File: src/xbs_consts.svh
// Address map, register and default constants for the crossbar switch.
// Included by the arbiter, bridge and crossbar files of the block; holds definitions only.
`ifndef XBS_CONSTS_SVH
`define XBS_CONSTS_SVH
`define XBS_ROM_END 32'h0005_ffff
`define XBS_RAM_BASE 32'h1000_0000
`define XBS_RAM_END 32'h1003_ffff
`define XBS_PG_CFG_LO 8'h40
`define XBS_PG_CFG_HI 8'h4a
`define XBS_PG_PLL 8'h41
`define XBS_PG_RTI 8'h42
`define XBS_PG_HPI 8'h43
`define XBS_PG_ACTL_LO 8'h44
`define XBS_PG_ACTL_HI 8'h46
`define XBS_LIM_DEV 24'h00_0083
`define XBS_LIM_PLL 24'h00_015f
`define XBS_LIM_RTI 24'h00_00a3
`define XBS_LIM_HPI 24'h00_0043
`define XBS_LIM_ACTL 24'h00_02bf
`define XBS_LIM_SER 24'h00_007f
`define XBS_PG_AUD_LO 8'h54
`define XBS_PG_AUD_HI 8'h56
`define XBS_DCTL_BASE 32'h6000_0000
`define XBS_DCTL_END 32'h6000_008f
`define XBS_PG_TAB_LO 8'h61
`define XBS_PG_TAB_HI 8'h62
`define XBS_TAB_EVT_BASE 24'h00_8000
`define XBS_TAB_EVT_END 24'h00_807f
`define XBS_TAB_XFR_BASE 24'h00_80a0
`define XBS_TAB_XFR_END 24'h00_81ff
`define XBS_NIB_SDRAM 4'h8
`define XBS_NIB_ASYNC 4'h9
`define XBS_NIB_EMC 4'hf
`define XBS_EMC_BASE 32'hf000_0000
`define XBS_EMC_END 32'hf000_00bf
`define XBS_SDRAM_CONFIG_REG_DEF 32'hf000_0008
`define XBS_BRCTL_ADDR 32'h4000_0024
`define XBS_BRCTL_BIT 0
`define XBS_BRCTL_RST 1'b1
`define XBS_BE_WORD 4'hf
`define XBS_BE_TOP 4'h8
`define XBS_PRIO_STD 15'h18d0
`define XBS_PRIO_EXT 15'h111a
`define XBS_BR_DEPTH 4
`endif

File: src/xbs_pkg.sv
// Types shared by the crossbar switch files.
// Needs nothing from its surroundings.
package xbs_pkg;
    localparam int XBS_NM = 5;
    localparam int XBS_NT = 5;
    localparam int XBS_IW = 3;
    localparam int XBS_RQW = XBS_IW + 1 + 4 + 32 + 32;
    typedef enum logic [2:0] {
        XBS_M_CPU = 3'b000,
        XBS_M_PFILL = 3'b001,
        XBS_M_DMA_HI = 3'b010,
        XBS_M_DMA_LO = 3'b011,
        XBS_M_HOST = 3'b100
    } xbs_mst_e;
    typedef enum logic [2:0] {
        XBS_T_MEM = 3'b000,
        XBS_T_EXT = 3'b001,
        XBS_T_CFG = 3'b010,
        XBS_T_AUD = 3'b011,
        XBS_T_DREG = 3'b100,
        XBS_T_LOCAL = 3'b101,
        XBS_T_ERR = 3'b110
    } xbs_tgt_e;
    typedef enum logic {
        XBS_ARB_IDLE = 1'b0,
        XBS_ARB_BUSY = 1'b1
    } xbs_arb_e;
    typedef logic [3*XBS_NM-1:0] xbs_prio_t;
endpackage
File: src/xbs_arbiter.sv
// Fixed-priority, non-preemptive arbiter for one target of the crossbar.
// Requesters hold their request until the owner's access is reported done.
`timescale 1ns/1ns
`default_nettype none
`include "xbs_consts.svh"
module xbs_arbiter #(
    parameter int N = xbs_pkg::XBS_NM,
    parameter logic [3*N-1:0] PRIO = `XBS_PRIO_STD
) (
    input wire logic i_clk_sys,
    input wire logic i_nrst,
    input wire logic [N-1:0] i_req,
    input wire logic i_done,
    output logic [N-1:0] o_grant,
    output logic [2:0] o_gidx,
    output logic o_busy,
    output logic o_start
);
    import xbs_pkg::*;
    xbs_arb_e state_q, state_d;
    logic [N-1:0] grant_q, grant_d, pick;
    logic [2:0] gidx_q, gidx_d, pidx;
    logic start_q, start_d;

    for (genvar k = 0; k < N; k++) begin : g_chk
        if (N > 8 || PRIO[3*k+:3] >= N) begin : g_bad
            $error("arbiter priority entry out of range");
        end
    end

    // Scan lowest rank first so the highest rank overwrites
    always_comb begin
        pick = '0;
        pidx = '0;
        for (int k = N - 1; k >= 0; k--) begin
            if (i_req[PRIO[3*k+:3]]) begin
                pick = '0;
                pick[PRIO[3*k+:3]] = 1'b1;
                pidx = PRIO[3*k+:3];
            end
        end
    end

    always_comb begin
        state_d = state_q;
        grant_d = grant_q;
        gidx_d = gidx_q;
        start_d = 1'b0;
        unique case (state_q)
            XBS_ARB_IDLE: if (|i_req) begin
                state_d = XBS_ARB_BUSY;
                grant_d = pick;
                gidx_d = pidx;
                start_d = 1'b1;
            end
            XBS_ARB_BUSY: if (i_done) begin
                state_d = XBS_ARB_IDLE;
                grant_d = '0;
            end
        endcase
    end

    always_ff @(posedge i_clk_sys or negedge i_nrst) begin
        if (!i_nrst) begin
            state_q <= XBS_ARB_IDLE;
            grant_q <= '0;
            gidx_q <= '0;
            start_q <= 1'b0;
        end else begin
            state_q <= state_d;
            grant_q <= grant_d;
            gidx_q <= gidx_d;
            start_q <= start_d;
        end
    end

    assign o_grant = grant_q;
    assign o_gidx = gidx_q;
    assign o_busy = (state_q == XBS_ARB_BUSY);
    assign o_start = start_q;

    a_grant_onehot: assert property (@(posedge i_clk_sys) disable iff (!i_nrst)
        $onehot0(grant_q) && (o_busy == (grant_q != '0))) else $error("grant not one-hot");
    a_owner_held: assert property (@(posedge i_clk_sys) disable iff (!i_nrst)
        (o_busy && !i_done) |=> o_busy && $stable(grant_q)) else $error("owner lost before done");
    a_prio_pick: assert property (@(posedge i_clk_sys) disable iff (!i_nrst)
        (!o_busy && |i_req) |=> o_start && grant_q == $past(pick)) else $error("wrong master granted");
endmodule
`default_nettype wire

File: src/xbs_bridge.sv
// Small request FIFO between the arbiter and the issue stage of a target.
// Flush empties it at once; stored words are then lost.
`timescale 1ns/1ns
`default_nettype none
`include "xbs_consts.svh"
module xbs_bridge #(
    parameter int W = xbs_pkg::XBS_RQW,
    parameter int DEPTH = `XBS_BR_DEPTH
) (
    input wire logic i_clk_sys,
    input wire logic i_nrst,
    input wire logic i_flush,
    input wire logic i_in_valid,
    output logic o_in_ready,
    input wire logic [W-1:0] i_in_data,
    output logic o_out_valid,
    input wire logic i_out_ready,
    output logic [W-1:0] o_out_data
);
    localparam int AW = $clog2(DEPTH);
    logic [W-1:0] mem_q [DEPTH];
    logic [AW-1:0] wr_q, rd_q;
    logic [AW:0] cnt_q;

    if (DEPTH < 2 || (DEPTH & (DEPTH - 1)) != 0) begin : g_bad
        $error("bridge depth must be a power of two, at least 2");
    end

    wire push = i_in_valid & o_in_ready;
    wire pop = o_out_valid & i_out_ready;
    assign o_in_ready = (cnt_q != (AW+1)'(DEPTH));
    assign o_out_valid = (cnt_q != '0);
    assign o_out_data = mem_q[rd_q];

    always_ff @(posedge i_clk_sys or negedge i_nrst) begin
        if (!i_nrst) begin
            wr_q <= '0;
            rd_q <= '0;
            cnt_q <= '0;
        end else if (i_flush) begin
            wr_q <= '0;
            rd_q <= '0;
            cnt_q <= '0;
        end else begin
            wr_q <= push ? wr_q + AW'(1) : wr_q;
            rd_q <= pop ? rd_q + AW'(1) : rd_q;
            cnt_q <= cnt_q + (AW+1)'(push) - (AW+1)'(pop);
        end
    end

    // Storage needs no reset; the count guards it
    always_ff @(posedge i_clk_sys) begin
        if (push) begin
            mem_q[wr_q] <= i_in_data;
        end
    end

    a_count_bound: assert property (@(posedge i_clk_sys) disable iff (!i_nrst)
        (cnt_q <= (AW+1)'(DEPTH)) && (o_in_ready || cnt_q == (AW+1)'(DEPTH))) else $error("fifo count overflow");
    a_flush_empty: assert property (@(posedge i_clk_sys) disable iff (!i_nrst)
        i_flush |=> !o_out_valid && o_in_ready) else $error("flush left data");
    a_push_count: assert property (@(posedge i_clk_sys) disable iff (!i_nrst)
        (push && !pop && !i_flush) |=> cnt_q == $past(cnt_q) + (AW+1)'(1)) else $error("push not counted");
endmodule
`default_nettype wire

File: src/xbs_crossbar.sv
// Five-master, five-target crossbar switch with per-target bridges and
// the bridge control register. Masters and targets are on-chip logic
// on one clock; masters hold a request stable until answered.
`timescale 1ns/1ns
`default_nettype none
`include "xbs_consts.svh"
module xbs_crossbar #(
    parameter logic [xbs_pkg::XBS_NT:0][3*xbs_pkg::XBS_NM-1:0] PRIO = {
        `XBS_PRIO_STD, `XBS_PRIO_STD, `XBS_PRIO_STD,
        `XBS_PRIO_STD, `XBS_PRIO_EXT, `XBS_PRIO_STD},
    parameter logic [31:0] SDRAM_CONFIG_REG_ADDR = `XBS_SDRAM_CONFIG_REG_DEF,
    parameter int BR_DEPTH = `XBS_BR_DEPTH
) (
    input wire logic i_clk_sys,
    input wire logic i_nrst,
    input wire logic [xbs_pkg::XBS_NM-1:0] i_m_req,
    input wire logic [xbs_pkg::XBS_NM-1:0][31:0] i_m_addr,
    input wire logic [xbs_pkg::XBS_NM-1:0] i_m_we,
    input wire logic [xbs_pkg::XBS_NM-1:0][3:0] i_m_be,
    input wire logic [xbs_pkg::XBS_NM-1:0][31:0] i_m_wdata,
    output logic [xbs_pkg::XBS_NM-1:0] o_m_ack,
    output logic [xbs_pkg::XBS_NM-1:0] o_m_err,
    output logic [xbs_pkg::XBS_NM-1:0][31:0] o_m_rdata,
    output logic [xbs_pkg::XBS_NT-1:0] o_t_req,
    output logic [xbs_pkg::XBS_NT-1:0][31:0] o_t_addr,
    output logic [xbs_pkg::XBS_NT-1:0] o_t_we,
    output logic [xbs_pkg::XBS_NT-1:0][3:0] o_t_be,
    output logic [xbs_pkg::XBS_NT-1:0][31:0] o_t_wdata,
    input wire logic [xbs_pkg::XBS_NT-1:0] i_t_ack,
    input wire logic [xbs_pkg::XBS_NT-1:0][31:0] i_t_rdata,
    output logic o_mem_bridge_reset
);
    import xbs_pkg::*;
    localparam int NA = XBS_NT + 1;

    function automatic int xbs_rank(input logic [3*XBS_NM-1:0] p, input logic [2:0] id);
        int r;
        r = XBS_NM;
        for (int k = XBS_NM - 1; k >= 0; k--) begin
            if (p[3*k+:3] == id) begin
                r = k;
            end
        end
        return r;
    endfunction

    function automatic xbs_tgt_e xbs_decode(input logic [31:0] a, input logic [3:0] be,
                                            input logic [31:0] sdram_config_reg, input logic flush);
        logic word;
        logic [7:0] pg;
        logic [23:0] lo;
        logic [23:0] lim;
        xbs_tgt_e t;
        word = (be == `XBS_BE_WORD);
        pg = a[31:24];
        lo = a[23:0];
        t = XBS_T_ERR;
        if (pg == `XBS_PG_CFG_LO) begin
            lim = `XBS_LIM_DEV;
        end else if (pg == `XBS_PG_PLL) begin
            lim = `XBS_LIM_PLL;
        end else if (pg == `XBS_PG_RTI) begin
            lim = `XBS_LIM_RTI;
        end else if (pg == `XBS_PG_HPI) begin
            lim = `XBS_LIM_HPI;
        end else if (pg >= `XBS_PG_ACTL_LO && pg <= `XBS_PG_ACTL_HI) begin
            lim = `XBS_LIM_ACTL;
        end else begin
            lim = `XBS_LIM_SER;
        end
        if (a <= `XBS_ROM_END) begin
            t = XBS_T_MEM;
        end else if (a >= `XBS_RAM_BASE && a <= `XBS_RAM_END) begin
            t = XBS_T_MEM;
        end else if (pg >= `XBS_PG_CFG_LO && pg <= `XBS_PG_CFG_HI) begin
            if (word && lo <= lim) begin
                t = (a == `XBS_BRCTL_ADDR) ? XBS_T_LOCAL : XBS_T_CFG;
            end
        end else if (pg >= `XBS_PG_AUD_LO && pg <= `XBS_PG_AUD_HI) begin
            t = word ? XBS_T_AUD : XBS_T_ERR;
        end else if (a >= `XBS_DCTL_BASE && a <= `XBS_DCTL_END) begin
            t = word ? XBS_T_DREG : XBS_T_ERR;
        end else if (pg == `XBS_PG_TAB_LO || pg == `XBS_PG_TAB_HI) begin
            if ((lo >= `XBS_TAB_EVT_BASE && lo <= `XBS_TAB_EVT_END) ||
                (lo >= `XBS_TAB_XFR_BASE && lo <= `XBS_TAB_XFR_END)) begin
                t = XBS_T_DREG;
            end
        end else if (a[31:28] == `XBS_NIB_SDRAM || a[31:28] == `XBS_NIB_ASYNC) begin
            t = XBS_T_EXT;
        end else if (a >= `XBS_EMC_BASE && a <= `XBS_EMC_END) begin
            if (word || (a == sdram_config_reg && be == `XBS_BE_TOP)) begin
                t = XBS_T_EXT;
            end
        end
        // Refuse memory accesses while its bridge is held in reset
        if (t == XBS_T_MEM && flush) begin
            t = XBS_T_ERR;
        end
        return t;
    endfunction

    for (genvar t = 0; t < NA; t++) begin : g_prio_chk
        if (xbs_rank(PRIO[t], XBS_M_DMA_HI) > xbs_rank(PRIO[t], XBS_M_DMA_LO)) begin : g_bad
            $error("low dma port ranked above high dma port");
        end
    end
    if (xbs_rank(PRIO[XBS_T_EXT], XBS_M_PFILL) != XBS_NM - 1) begin : g_fill_chk
        $error("program fill must rank last on external memory");
    end

    logic [XBS_NM-1:0] ack_q, ack_d, err_q, err_d;
    logic [XBS_NM-1:0][31:0] rdata_q, rdata_d;
    logic brctl_q, brctl_d;
    logic [XBS_NT-1:0] treq_q, twe_q;
    logic [XBS_NT-1:0][31:0] taddr_q, twdata_q;
    logic [XBS_NT-1:0][3:0] tbe_q;
    logic [XBS_NT-1:0][2:0] tid_q;
    xbs_tgt_e m_tgt [XBS_NM];
    logic [XBS_NM-1:0] m_live;
    logic [NA-1:0][XBS_NM-1:0] a_req, a_grant;
    logic [NA-1:0] a_done, a_busy, a_start;
    logic [NA-1:0][2:0] a_gidx;
    logic [XBS_NT-1:0] b_in_ready, b_out_valid, b_out_ready, t_flush;
    logic [XBS_NT-1:0][XBS_RQW-1:0] b_in_data, b_out_data;

    // A master is not taken again in the cycle its answer shows
    for (genvar m = 0; m < XBS_NM; m++) begin : g_mst
        assign m_tgt[m] = xbs_decode(i_m_addr[m], i_m_be[m], SDRAM_CONFIG_REG_ADDR, brctl_q);
        assign m_live[m] = i_m_req[m] & ~ack_q[m] & ~err_q[m];

        a_unmapped_err: assert property (@(posedge i_clk_sys) disable iff (!i_nrst)
            (m_live[m] && m_tgt[m] == XBS_T_ERR) |=> o_m_err[m] && !o_m_ack[m])
            else $error("bad address not refused");

        a_answer_pulse: assert property (@(posedge i_clk_sys) disable iff (!i_nrst)
            (ack_q[m] || err_q[m]) |=> !ack_q[m] && !err_q[m])
            else $error("answer longer than one cycle");
    end

    for (genvar t = 0; t < NA; t++) begin : g_arb
        for (genvar m = 0; m < XBS_NM; m++) begin : g_req
            assign a_req[t][m] = m_live[m] & (m_tgt[m] == xbs_tgt_e'(t));
        end
        xbs_arbiter #(
            .N(XBS_NM),
            .PRIO(PRIO[t])
        ) u_arb (
            .i_clk_sys(i_clk_sys),
            .i_nrst(i_nrst),
            .i_req(a_req[t]),
            .i_done(a_done[t]),
            .o_grant(a_grant[t]),
            .o_gidx(a_gidx[t]),
            .o_busy(a_busy[t]),
            .o_start(a_start[t])
        );
    end

    // Local register access completes in its first owned cycle
    assign a_done[NA-1] = a_busy[NA-1];

    for (genvar t = 0; t < XBS_NT; t++) begin : g_tgt
        // Only the onchip memory bridge has a software reset
        assign t_flush[t] = (t == XBS_T_MEM) ? brctl_q : 1'b0;
        assign a_done[t] = (i_t_ack[t] & treq_q[t]) | (t_flush[t] & a_busy[t]);
        assign b_in_data[t] = {a_gidx[t], i_m_we[a_gidx[t]], i_m_be[a_gidx[t]],
                               i_m_addr[a_gidx[t]], i_m_wdata[a_gidx[t]]};
        assign b_out_ready[t] = ~treq_q[t];

        xbs_bridge #(
            .W(XBS_RQW),
            .DEPTH(BR_DEPTH)
        ) u_bridge (
            .i_clk_sys(i_clk_sys),
            .i_nrst(i_nrst),
            .i_flush(t_flush[t]),
            .i_in_valid(a_start[t]),
            .o_in_ready(b_in_ready[t]),
            .i_in_data(b_in_data[t]),
            .o_out_valid(b_out_valid[t]),
            .i_out_ready(b_out_ready[t]),
            .o_out_data(b_out_data[t])
        );

        always_ff @(posedge i_clk_sys or negedge i_nrst) begin
            if (!i_nrst) begin
                treq_q[t] <= 1'b0;
                {tid_q[t], twe_q[t], tbe_q[t], taddr_q[t], twdata_q[t]} <= '0;
            end else if (t_flush[t]) begin
                treq_q[t] <= 1'b0;
            end else if (b_out_valid[t] && !treq_q[t]) begin
                treq_q[t] <= 1'b1;
                {tid_q[t], twe_q[t], tbe_q[t], taddr_q[t], twdata_q[t]} <= b_out_data[t];
            end else if (i_t_ack[t]) begin
                treq_q[t] <= 1'b0;
            end
        end

        a_bridge_room: assert property (@(posedge i_clk_sys) disable iff (!i_nrst)
            a_start[t] |-> b_in_ready[t]) else $error("bridge full on grant");

        a_ack_route: assert property (@(posedge i_clk_sys) disable iff (!i_nrst)
            (treq_q[t] && i_t_ack[t] && !t_flush[t]) |=> ack_q[$past(tid_q[t])])
            else $error("target answer not returned to its master");
        // Fields stay frozen until the target's ack edge
        a_treq_hold: assert property (@(posedge i_clk_sys) disable iff (!i_nrst)
            (treq_q[t] && !i_t_ack[t] && !t_flush[t]) |=> treq_q[t] && $stable(taddr_q[t]) &&
            $stable(twdata_q[t]) && $stable(tbe_q[t]) && $stable(twe_q[t]))
            else $error("target request changed before ack");
    end

    wire [2:0] lg = a_gidx[NA-1];
    wire [2:0] mg = a_gidx[XBS_T_MEM];

    always_comb begin
        ack_d = '0;
        err_d = '0;
        rdata_d = rdata_q;
        brctl_d = brctl_q;
        for (int t = 0; t < XBS_NT; t++) begin
            if (treq_q[t] && i_t_ack[t] && !t_flush[t]) begin
                ack_d[tid_q[t]] = 1'b1;
                rdata_d[tid_q[t]] = i_t_rdata[t];
            end
        end
        for (int m = 0; m < XBS_NM; m++) begin
            if (m_live[m] && m_tgt[m] == XBS_T_ERR) begin
                err_d[m] = 1'b1;
            end
        end
        // An access caught by the bridge reset is answered with an error
        if (brctl_q && a_busy[XBS_T_MEM]) begin
            err_d[mg] = 1'b1;
        end
        if (a_busy[NA-1]) begin
            ack_d[lg] = 1'b1;
            rdata_d[lg] = '0;
            rdata_d[lg][`XBS_BRCTL_BIT] = brctl_q;
            if (i_m_we[lg]) begin
                brctl_d = i_m_wdata[lg][`XBS_BRCTL_BIT];
            end
        end
    end

    always_ff @(posedge i_clk_sys or negedge i_nrst) begin
        if (!i_nrst) begin
            ack_q <= '0;
            err_q <= '0;
            rdata_q <= '0;
            brctl_q <= `XBS_BRCTL_RST;
        end else begin
            ack_q <= ack_d;
            err_q <= err_d;
            rdata_q <= rdata_d;
            brctl_q <= brctl_d;
        end
    end

    assign o_m_ack = ack_q;
    assign o_m_err = err_q;
    assign o_m_rdata = rdata_q;
    assign o_t_req = treq_q;
    assign o_t_addr = taddr_q;
    assign o_t_we = twe_q;
    assign o_t_be = tbe_q;
    assign o_t_wdata = twdata_q;
    assign o_mem_bridge_reset = brctl_q;

    a_mem_route: assert property (@(posedge i_clk_sys) disable iff (!i_nrst)
        treq_q[XBS_T_MEM] |-> (taddr_q[XBS_T_MEM] <= `XBS_ROM_END) ||
        (taddr_q[XBS_T_MEM] >= `XBS_RAM_BASE && taddr_q[XBS_T_MEM] <= `XBS_RAM_END))
        else $error("memory port got foreign address");
    a_ext_route: assert property (@(posedge i_clk_sys) disable iff (!i_nrst)
        treq_q[XBS_T_EXT] |-> taddr_q[XBS_T_EXT][31:28] inside {`XBS_NIB_SDRAM, `XBS_NIB_ASYNC, `XBS_NIB_EMC})
        else $error("external port got foreign address");
    a_sdram_config_reg_byte: assert property (@(posedge i_clk_sys) disable iff (!i_nrst)
        (treq_q[XBS_T_EXT] && taddr_q[XBS_T_EXT][31:28] == `XBS_NIB_EMC && tbe_q[XBS_T_EXT] != `XBS_BE_WORD)
        |-> taddr_q[XBS_T_EXT] == SDRAM_CONFIG_REG_ADDR && tbe_q[XBS_T_EXT] == `XBS_BE_TOP)
        else $error("byte access to word-only control register");
    a_aud_route: assert property (@(posedge i_clk_sys) disable iff (!i_nrst)
        treq_q[XBS_T_AUD] |-> tbe_q[XBS_T_AUD] == `XBS_BE_WORD &&
        taddr_q[XBS_T_AUD][31:24] >= `XBS_PG_AUD_LO && taddr_q[XBS_T_AUD][31:24] <= `XBS_PG_AUD_HI)
        else $error("audio port got bad access");
    a_dreg_route: assert property (@(posedge i_clk_sys) disable iff (!i_nrst)
        treq_q[XBS_T_DREG] |-> taddr_q[XBS_T_DREG][31:24] >= `XBS_DCTL_BASE >> 24 &&
        taddr_q[XBS_T_DREG][31:24] <= `XBS_PG_TAB_HI)
        else $error("dma register port got foreign address");
    a_cfg_route: assert property (@(posedge i_clk_sys) disable iff (!i_nrst)
        treq_q[XBS_T_CFG] |-> tbe_q[XBS_T_CFG] == `XBS_BE_WORD && taddr_q[XBS_T_CFG] != `XBS_BRCTL_ADDR &&
        taddr_q[XBS_T_CFG][31:24] >= `XBS_PG_CFG_LO && taddr_q[XBS_T_CFG][31:24] <= `XBS_PG_CFG_HI)
        else $error("config bus got bad access");
    a_flush_hold: assert property (@(posedge i_clk_sys) disable iff (!i_nrst)
        brctl_q |=> !treq_q[XBS_T_MEM] && !a_busy[XBS_T_MEM])
        else $error("memory access issued during bridge reset");
    a_concurrent: assert property (@(posedge i_clk_sys) disable iff (!i_nrst)
        (a_req[XBS_T_CFG] != '0 && a_req[XBS_T_MEM] != '0 && !a_busy[XBS_T_CFG] && !a_busy[XBS_T_MEM])
        |=> a_busy[XBS_T_CFG] && a_busy[XBS_T_MEM])
        else $error("independent targets not granted together");
    a_dma_order: assert property (@(posedge i_clk_sys) disable iff (!i_nrst)
        (a_req[XBS_T_CFG][XBS_M_DMA_HI] && a_req[XBS_T_CFG][XBS_M_DMA_LO] && !a_busy[XBS_T_CFG])
        |=> !a_grant[XBS_T_CFG][XBS_M_DMA_LO])
        else $error("low dma port won over high dma port");

    // Local register answers in the cycle after its owned cycle
    a_local_ack: assert property (@(posedge i_clk_sys) disable iff (!i_nrst)
        a_busy[NA-1] |=> ack_q[$past(lg)] && !a_busy[NA-1])
        else $error("bridge control access not answered");
    a_ctl_write: assert property (@(posedge i_clk_sys) disable iff (!i_nrst)
        (a_busy[NA-1] && i_m_we[lg]) |=> brctl_q == $past(i_m_wdata[lg][`XBS_BRCTL_BIT]))
        else $error("bridge control write lost");
    a_err_mem: assert property (@(posedge i_clk_sys) disable iff (!i_nrst)
        (brctl_q && a_busy[XBS_T_MEM]) |=> err_q[$past(mg)])
        else $error("memory owner not refused on bridge reset");
    // Fill must lose any tie on external memory
    a_fill_last: assert property (@(posedge i_clk_sys) disable iff (!i_nrst)
        (a_req[XBS_T_EXT][XBS_M_PFILL] && $countones(a_req[XBS_T_EXT]) > 1 && !a_busy[XBS_T_EXT])
        |=> !a_grant[XBS_T_EXT][XBS_M_PFILL])
        else $error("program fill won external memory over another master");
endmodule
`default_nettype wire

File: config.mk
export PLATFORM = sky130hd
export DESIGN_NAME = xbs_crossbar
export DESIGN_NICKNAME = d
export VERILOG_FILES = /design/src/xbs_pkg.sv /design/src/xbs_arbiter.sv /design/src/xbs_bridge.sv /design/src/xbs_crossbar.sv
export VERILOG_INCLUDE_DIRS = /design/src /design/src/src
export SDC_FILE = /design/constraint.sdc
export NUM_CORES = 2
export LEC_CHECK = 0
export ABC_CLOCK_PERIOD_IN_PS = 3050
export BUFFER_PORTS_ARGS = -buffer_cell sky130_fd_sc_hd__buf_2
export CAP_MARGIN = 10
export CORE_AREA = 2 2 567 512
export DETAILED_ROUTE_END_ITERATION = 12
export DIE_AREA = 0 0 569 514
export HOLD_SLACK_MARGIN = 0.12
export PLACE_DENSITY_LB_ADDON = 0.1
export SKIP_CTS_REPAIR_TIMING = 1
export SLEW_MARGIN = 5
export SYNTH_ARGS = -nofsm -noshare
export SYNTH_HDL_FRONTEND = slang
export SYNTH_HIERARCHICAL = 1
export SYNTH_SLANG_ARGS = --single-unit
export TNS_END_PERCENT = 20
File: constraint.sdc
create_clock -name i_clk_sys -period 3.05 [get_ports i_clk_sys]
set_input_delay 0.4575 -clock i_clk_sys [delete_from_list [all_inputs] [get_ports i_clk_sys]]
set_output_delay 0.4575 -clock i_clk_sys [all_outputs]
set_load 0.03 [all_outputs]
==> results list <==
- Port Buf Inserts: 1037
* Internal power summed over all cells: 71.0 mW
* Tot GR Track Use: 29.2%
- The area growth from synthesis to layout is 24.9%.
* Layout Cells excl Fill: 12780
- Once placement completed, the tool counted placed cells totaling 12122.
- Entering global routing, the biggest net connects 78 pins.
- Worst max-slew margin expressed relative to the limit: 34.5%
* Register-to-Register Path Depth: 8
- Routed len/inst: 34.5 um
- CTS tree: done
- Summed over all nets, the half-perimeter wirelength after detailed placement is 314000 um.
* Combinational share of power: 41.1%
- The final count of pins violating max slew came to 0.
- STA classifies the critical path endpoint as a flop.
- After technology mapping, the gate count stands at 7147.
- For this run, the number of Yosys warnings is 6.
- Most used cells in the layout excluding fill and tap cells: 1440 x edfxtp_1, 1030 x buf_2, 855 x mux2i_1
- The synthesized netlist occupies a cell area of 0.0985 mm2.
* Clock power frac: 24.3%
- Of the total power, registers draw 34.7%.
- The floorplan step defined a die boundary enclosing 0.292 mm2.
* Fmax: 296 MHz
- Overflow left after global routing: 0
* Highest-delay cell along the critical path: or4_4
- Sink count of the clock tree: 2040
- Using the TritonRoute via totals, the vias-per-cell ratio works out to 5.85.
- The number of antenna violations at the first check in global routing was 167.
- Setup repair after global routing could not meet its margin everywhere.
* Global-route wire length before repair: 598000 um
- At the worst endpoint, the required time is 3.78 ns.
* Via count of the first global-routing pass: 71269
* Final period util: 111%
* Switching portion of total power: 39.5%
- Clock insertion delay at the later pin of the skew report: 0.93 ns
* Site row count: 187
- TritonCTS created 229 clock buffers.
* Status: finished with violations
- Leak: 47.9 nW
* Worst Hold Depth: 5
- The worst hold path belongs to the class in -> reg.
* CP Max Fanout: 4
- The worst setup path is of the in -> reg kind.
- The checks that failed: negative setup slack.
- Counting along the longest clock path gives a buffer depth of 4.
* Clock slew at reported path FFs: 0.07 ns
- After detailed routing, the number of remaining DRC violations is 0.
* Final-stage net count: 9329
- Max Clock Skew: 0.0794 ns
- Starting density of the core: 34.3%
- Walking the worst path, the cells encountered are buf_2 > or4b_4 > nand2b_4 > or3_1 > ha_2 > a2111o_1 > a211oi_2 > a311oi_2 > or4_4 > nand2_2 > or3b_4 > nor2b_4 > nor3_4 > a21oi_2 > o32ai_2.
* Share of final-layout standard cells stronger than drive strength 1: 34.2%
* Final core occ: 42.9%
- Wires add up to 440000 um.
- The tool flagged a number of max-cap violations equal to 0.
- Summed over all nets, the switching power comes to 46.4 mW.
- Root Driver: clkbuf_16
* Number of antenna-violating nets in the routed design: 0
* Most common library cell in the layout ignoring fill and taps: edfxtp_1
- Core Box Area: 0.287 mm2
- The congestion estimate from routability-driven global placement came to 0.925.
- Worst endpoint data arrival time: 4.11 ns
- Die width: 569 um
- Worst-case vdd ir drop: 0.633 mV
- Setup crit start kind: input port
- Total of fill cells in the finished design: 26512
* First-pass iteration count of the detailed router: 6
* Setup Viol. Count Final: 36
- Detailed routing inserted a total of 74733 vias.
- CP max stage delay: 0.54 ns
- Final hold vios: 0
- Smallest setup slack after layout: -0.326 ns
- Final Critical Period: 3.38 ns
* Chip Height: 514 um
* I/O pin total: 1038
- Power density over the cells: 953 mW/mm2
- Dividing the synthesized area by the synthesized cell count gives 13.8 um2.
- Number of DRC violations after detailed-routing iteration 0: 7915
- H-tree levels: 4
- At the pin with the least slew margin, the transition time is 0.983 ns.
-- final cells by class --
type                            count  area, um2  share of cell area, %
Sequential cell                  2040      58400                   47.4
Clock buffer                      308       6400                   5.20
Inverter                           70        263                  0.213
Antenna cell                       73        183                  0.148
Tap cell                         3780       4730                   3.84
Multi-Input combinational cell   4440      37900                   30.8
Clock inverter                    113       1310                   1.07
Timing Repair Buffer             1956      13900                   11.3
-- layer usage --
metal	vias up	wire length, um	share of wire [%]	track usage (%)
met1	38908	180000	41	39.0
met3	830	37900	8.6	6.59
met4	86	20100	4.6	11.7
li1	31192	-	-	-
met2	3717	202000	46	45.9
met5	-	537	0.12	0
-- per-stage QoR --
step | TNS (ns) | power, mW | setup slack, ns | hold WS (ns) | cell area, um2
floorplan | -22.56 | 68.0 | -0.890 | 0.162 | 98700
global placement | -41.01 | 88.1 | -1.44 | 0.483 | 113000
detailed placement | -42.88 | 88.6 | -1.50 | 0.490 | 113000
CTS | -11.98 | 117 | -0.555 | -0.496 | 121000
global route | -7.65 | 122 | -0.402 | 0.121 | 123000
finish | -5.03 | 117 | -0.326 | 0.0845 | 123000
-- flip-flops by register name, indices dropped and copies added (netlist names), 6 cells and up --
signal	flops
o_m_rdata	160
tid_q	15
g_tgt.u_bridge/rd_q	10
o_t_addr	160
o_t_be	20
g_arb.u_arb/o_busy	6
g_tgt.u_bridge/mem_q	1440
g_tgt.u_bridge/cnt_q	15
g_tgt.u_bridge/wr_q	10
o_t_wdata	160
g_arb.u_arb/o_gidx	18
-- path summary, 6_finish.rpt --
check	from	endpoint	slack, ns
worst max-delay path	i_m_addr[94]	g_arb[1].u_arb/o_gidx[0]$_DFFE_PN0P_	-0.33
worst min-delay path	i_t_rdata[64]	o_m_rdata[0]$_DFF_PN0_	0.08
worst max register to register	tid_q[5]$_DFFE_PN0P_	o_m_rdata[87]$_DFF_PN0_	-0.04
worst min register to register	o_t_be[8]$_DFFE_PN0P_	o_t_be[8]$_DFFE_PN0P_	0.50
max in group asynchronous	i_nrst	o_m_rdata[98]$_DFF_PN0_	1.76
min in group asynchronous	i_nrst	o_t_wdata[77]$_DFFE_PN0P_	0.15
-- power groups by stage --
stage                     Combinational [mW]  Sequential (mW)  Clock [mW]
after global routing                    50.6             41.1        30.2
after CTS                               47.6             40.6        29.1
after global placement                  47.0             41.0           0
final                                   48.2             40.7        28.5
after detailed placement                47.5             41.1           0
after floorplan                         22.4             45.6           0
-- critical path, delay by kind of cell --
family | cells | cell delay (ns)
compound gates | 5 | 1.02
fa+ha+maj | 1 | 0.17
buf+inv | 1 | 0.15
simple gates | 8 | 2.29
Power figures use the tool's default switching activity.
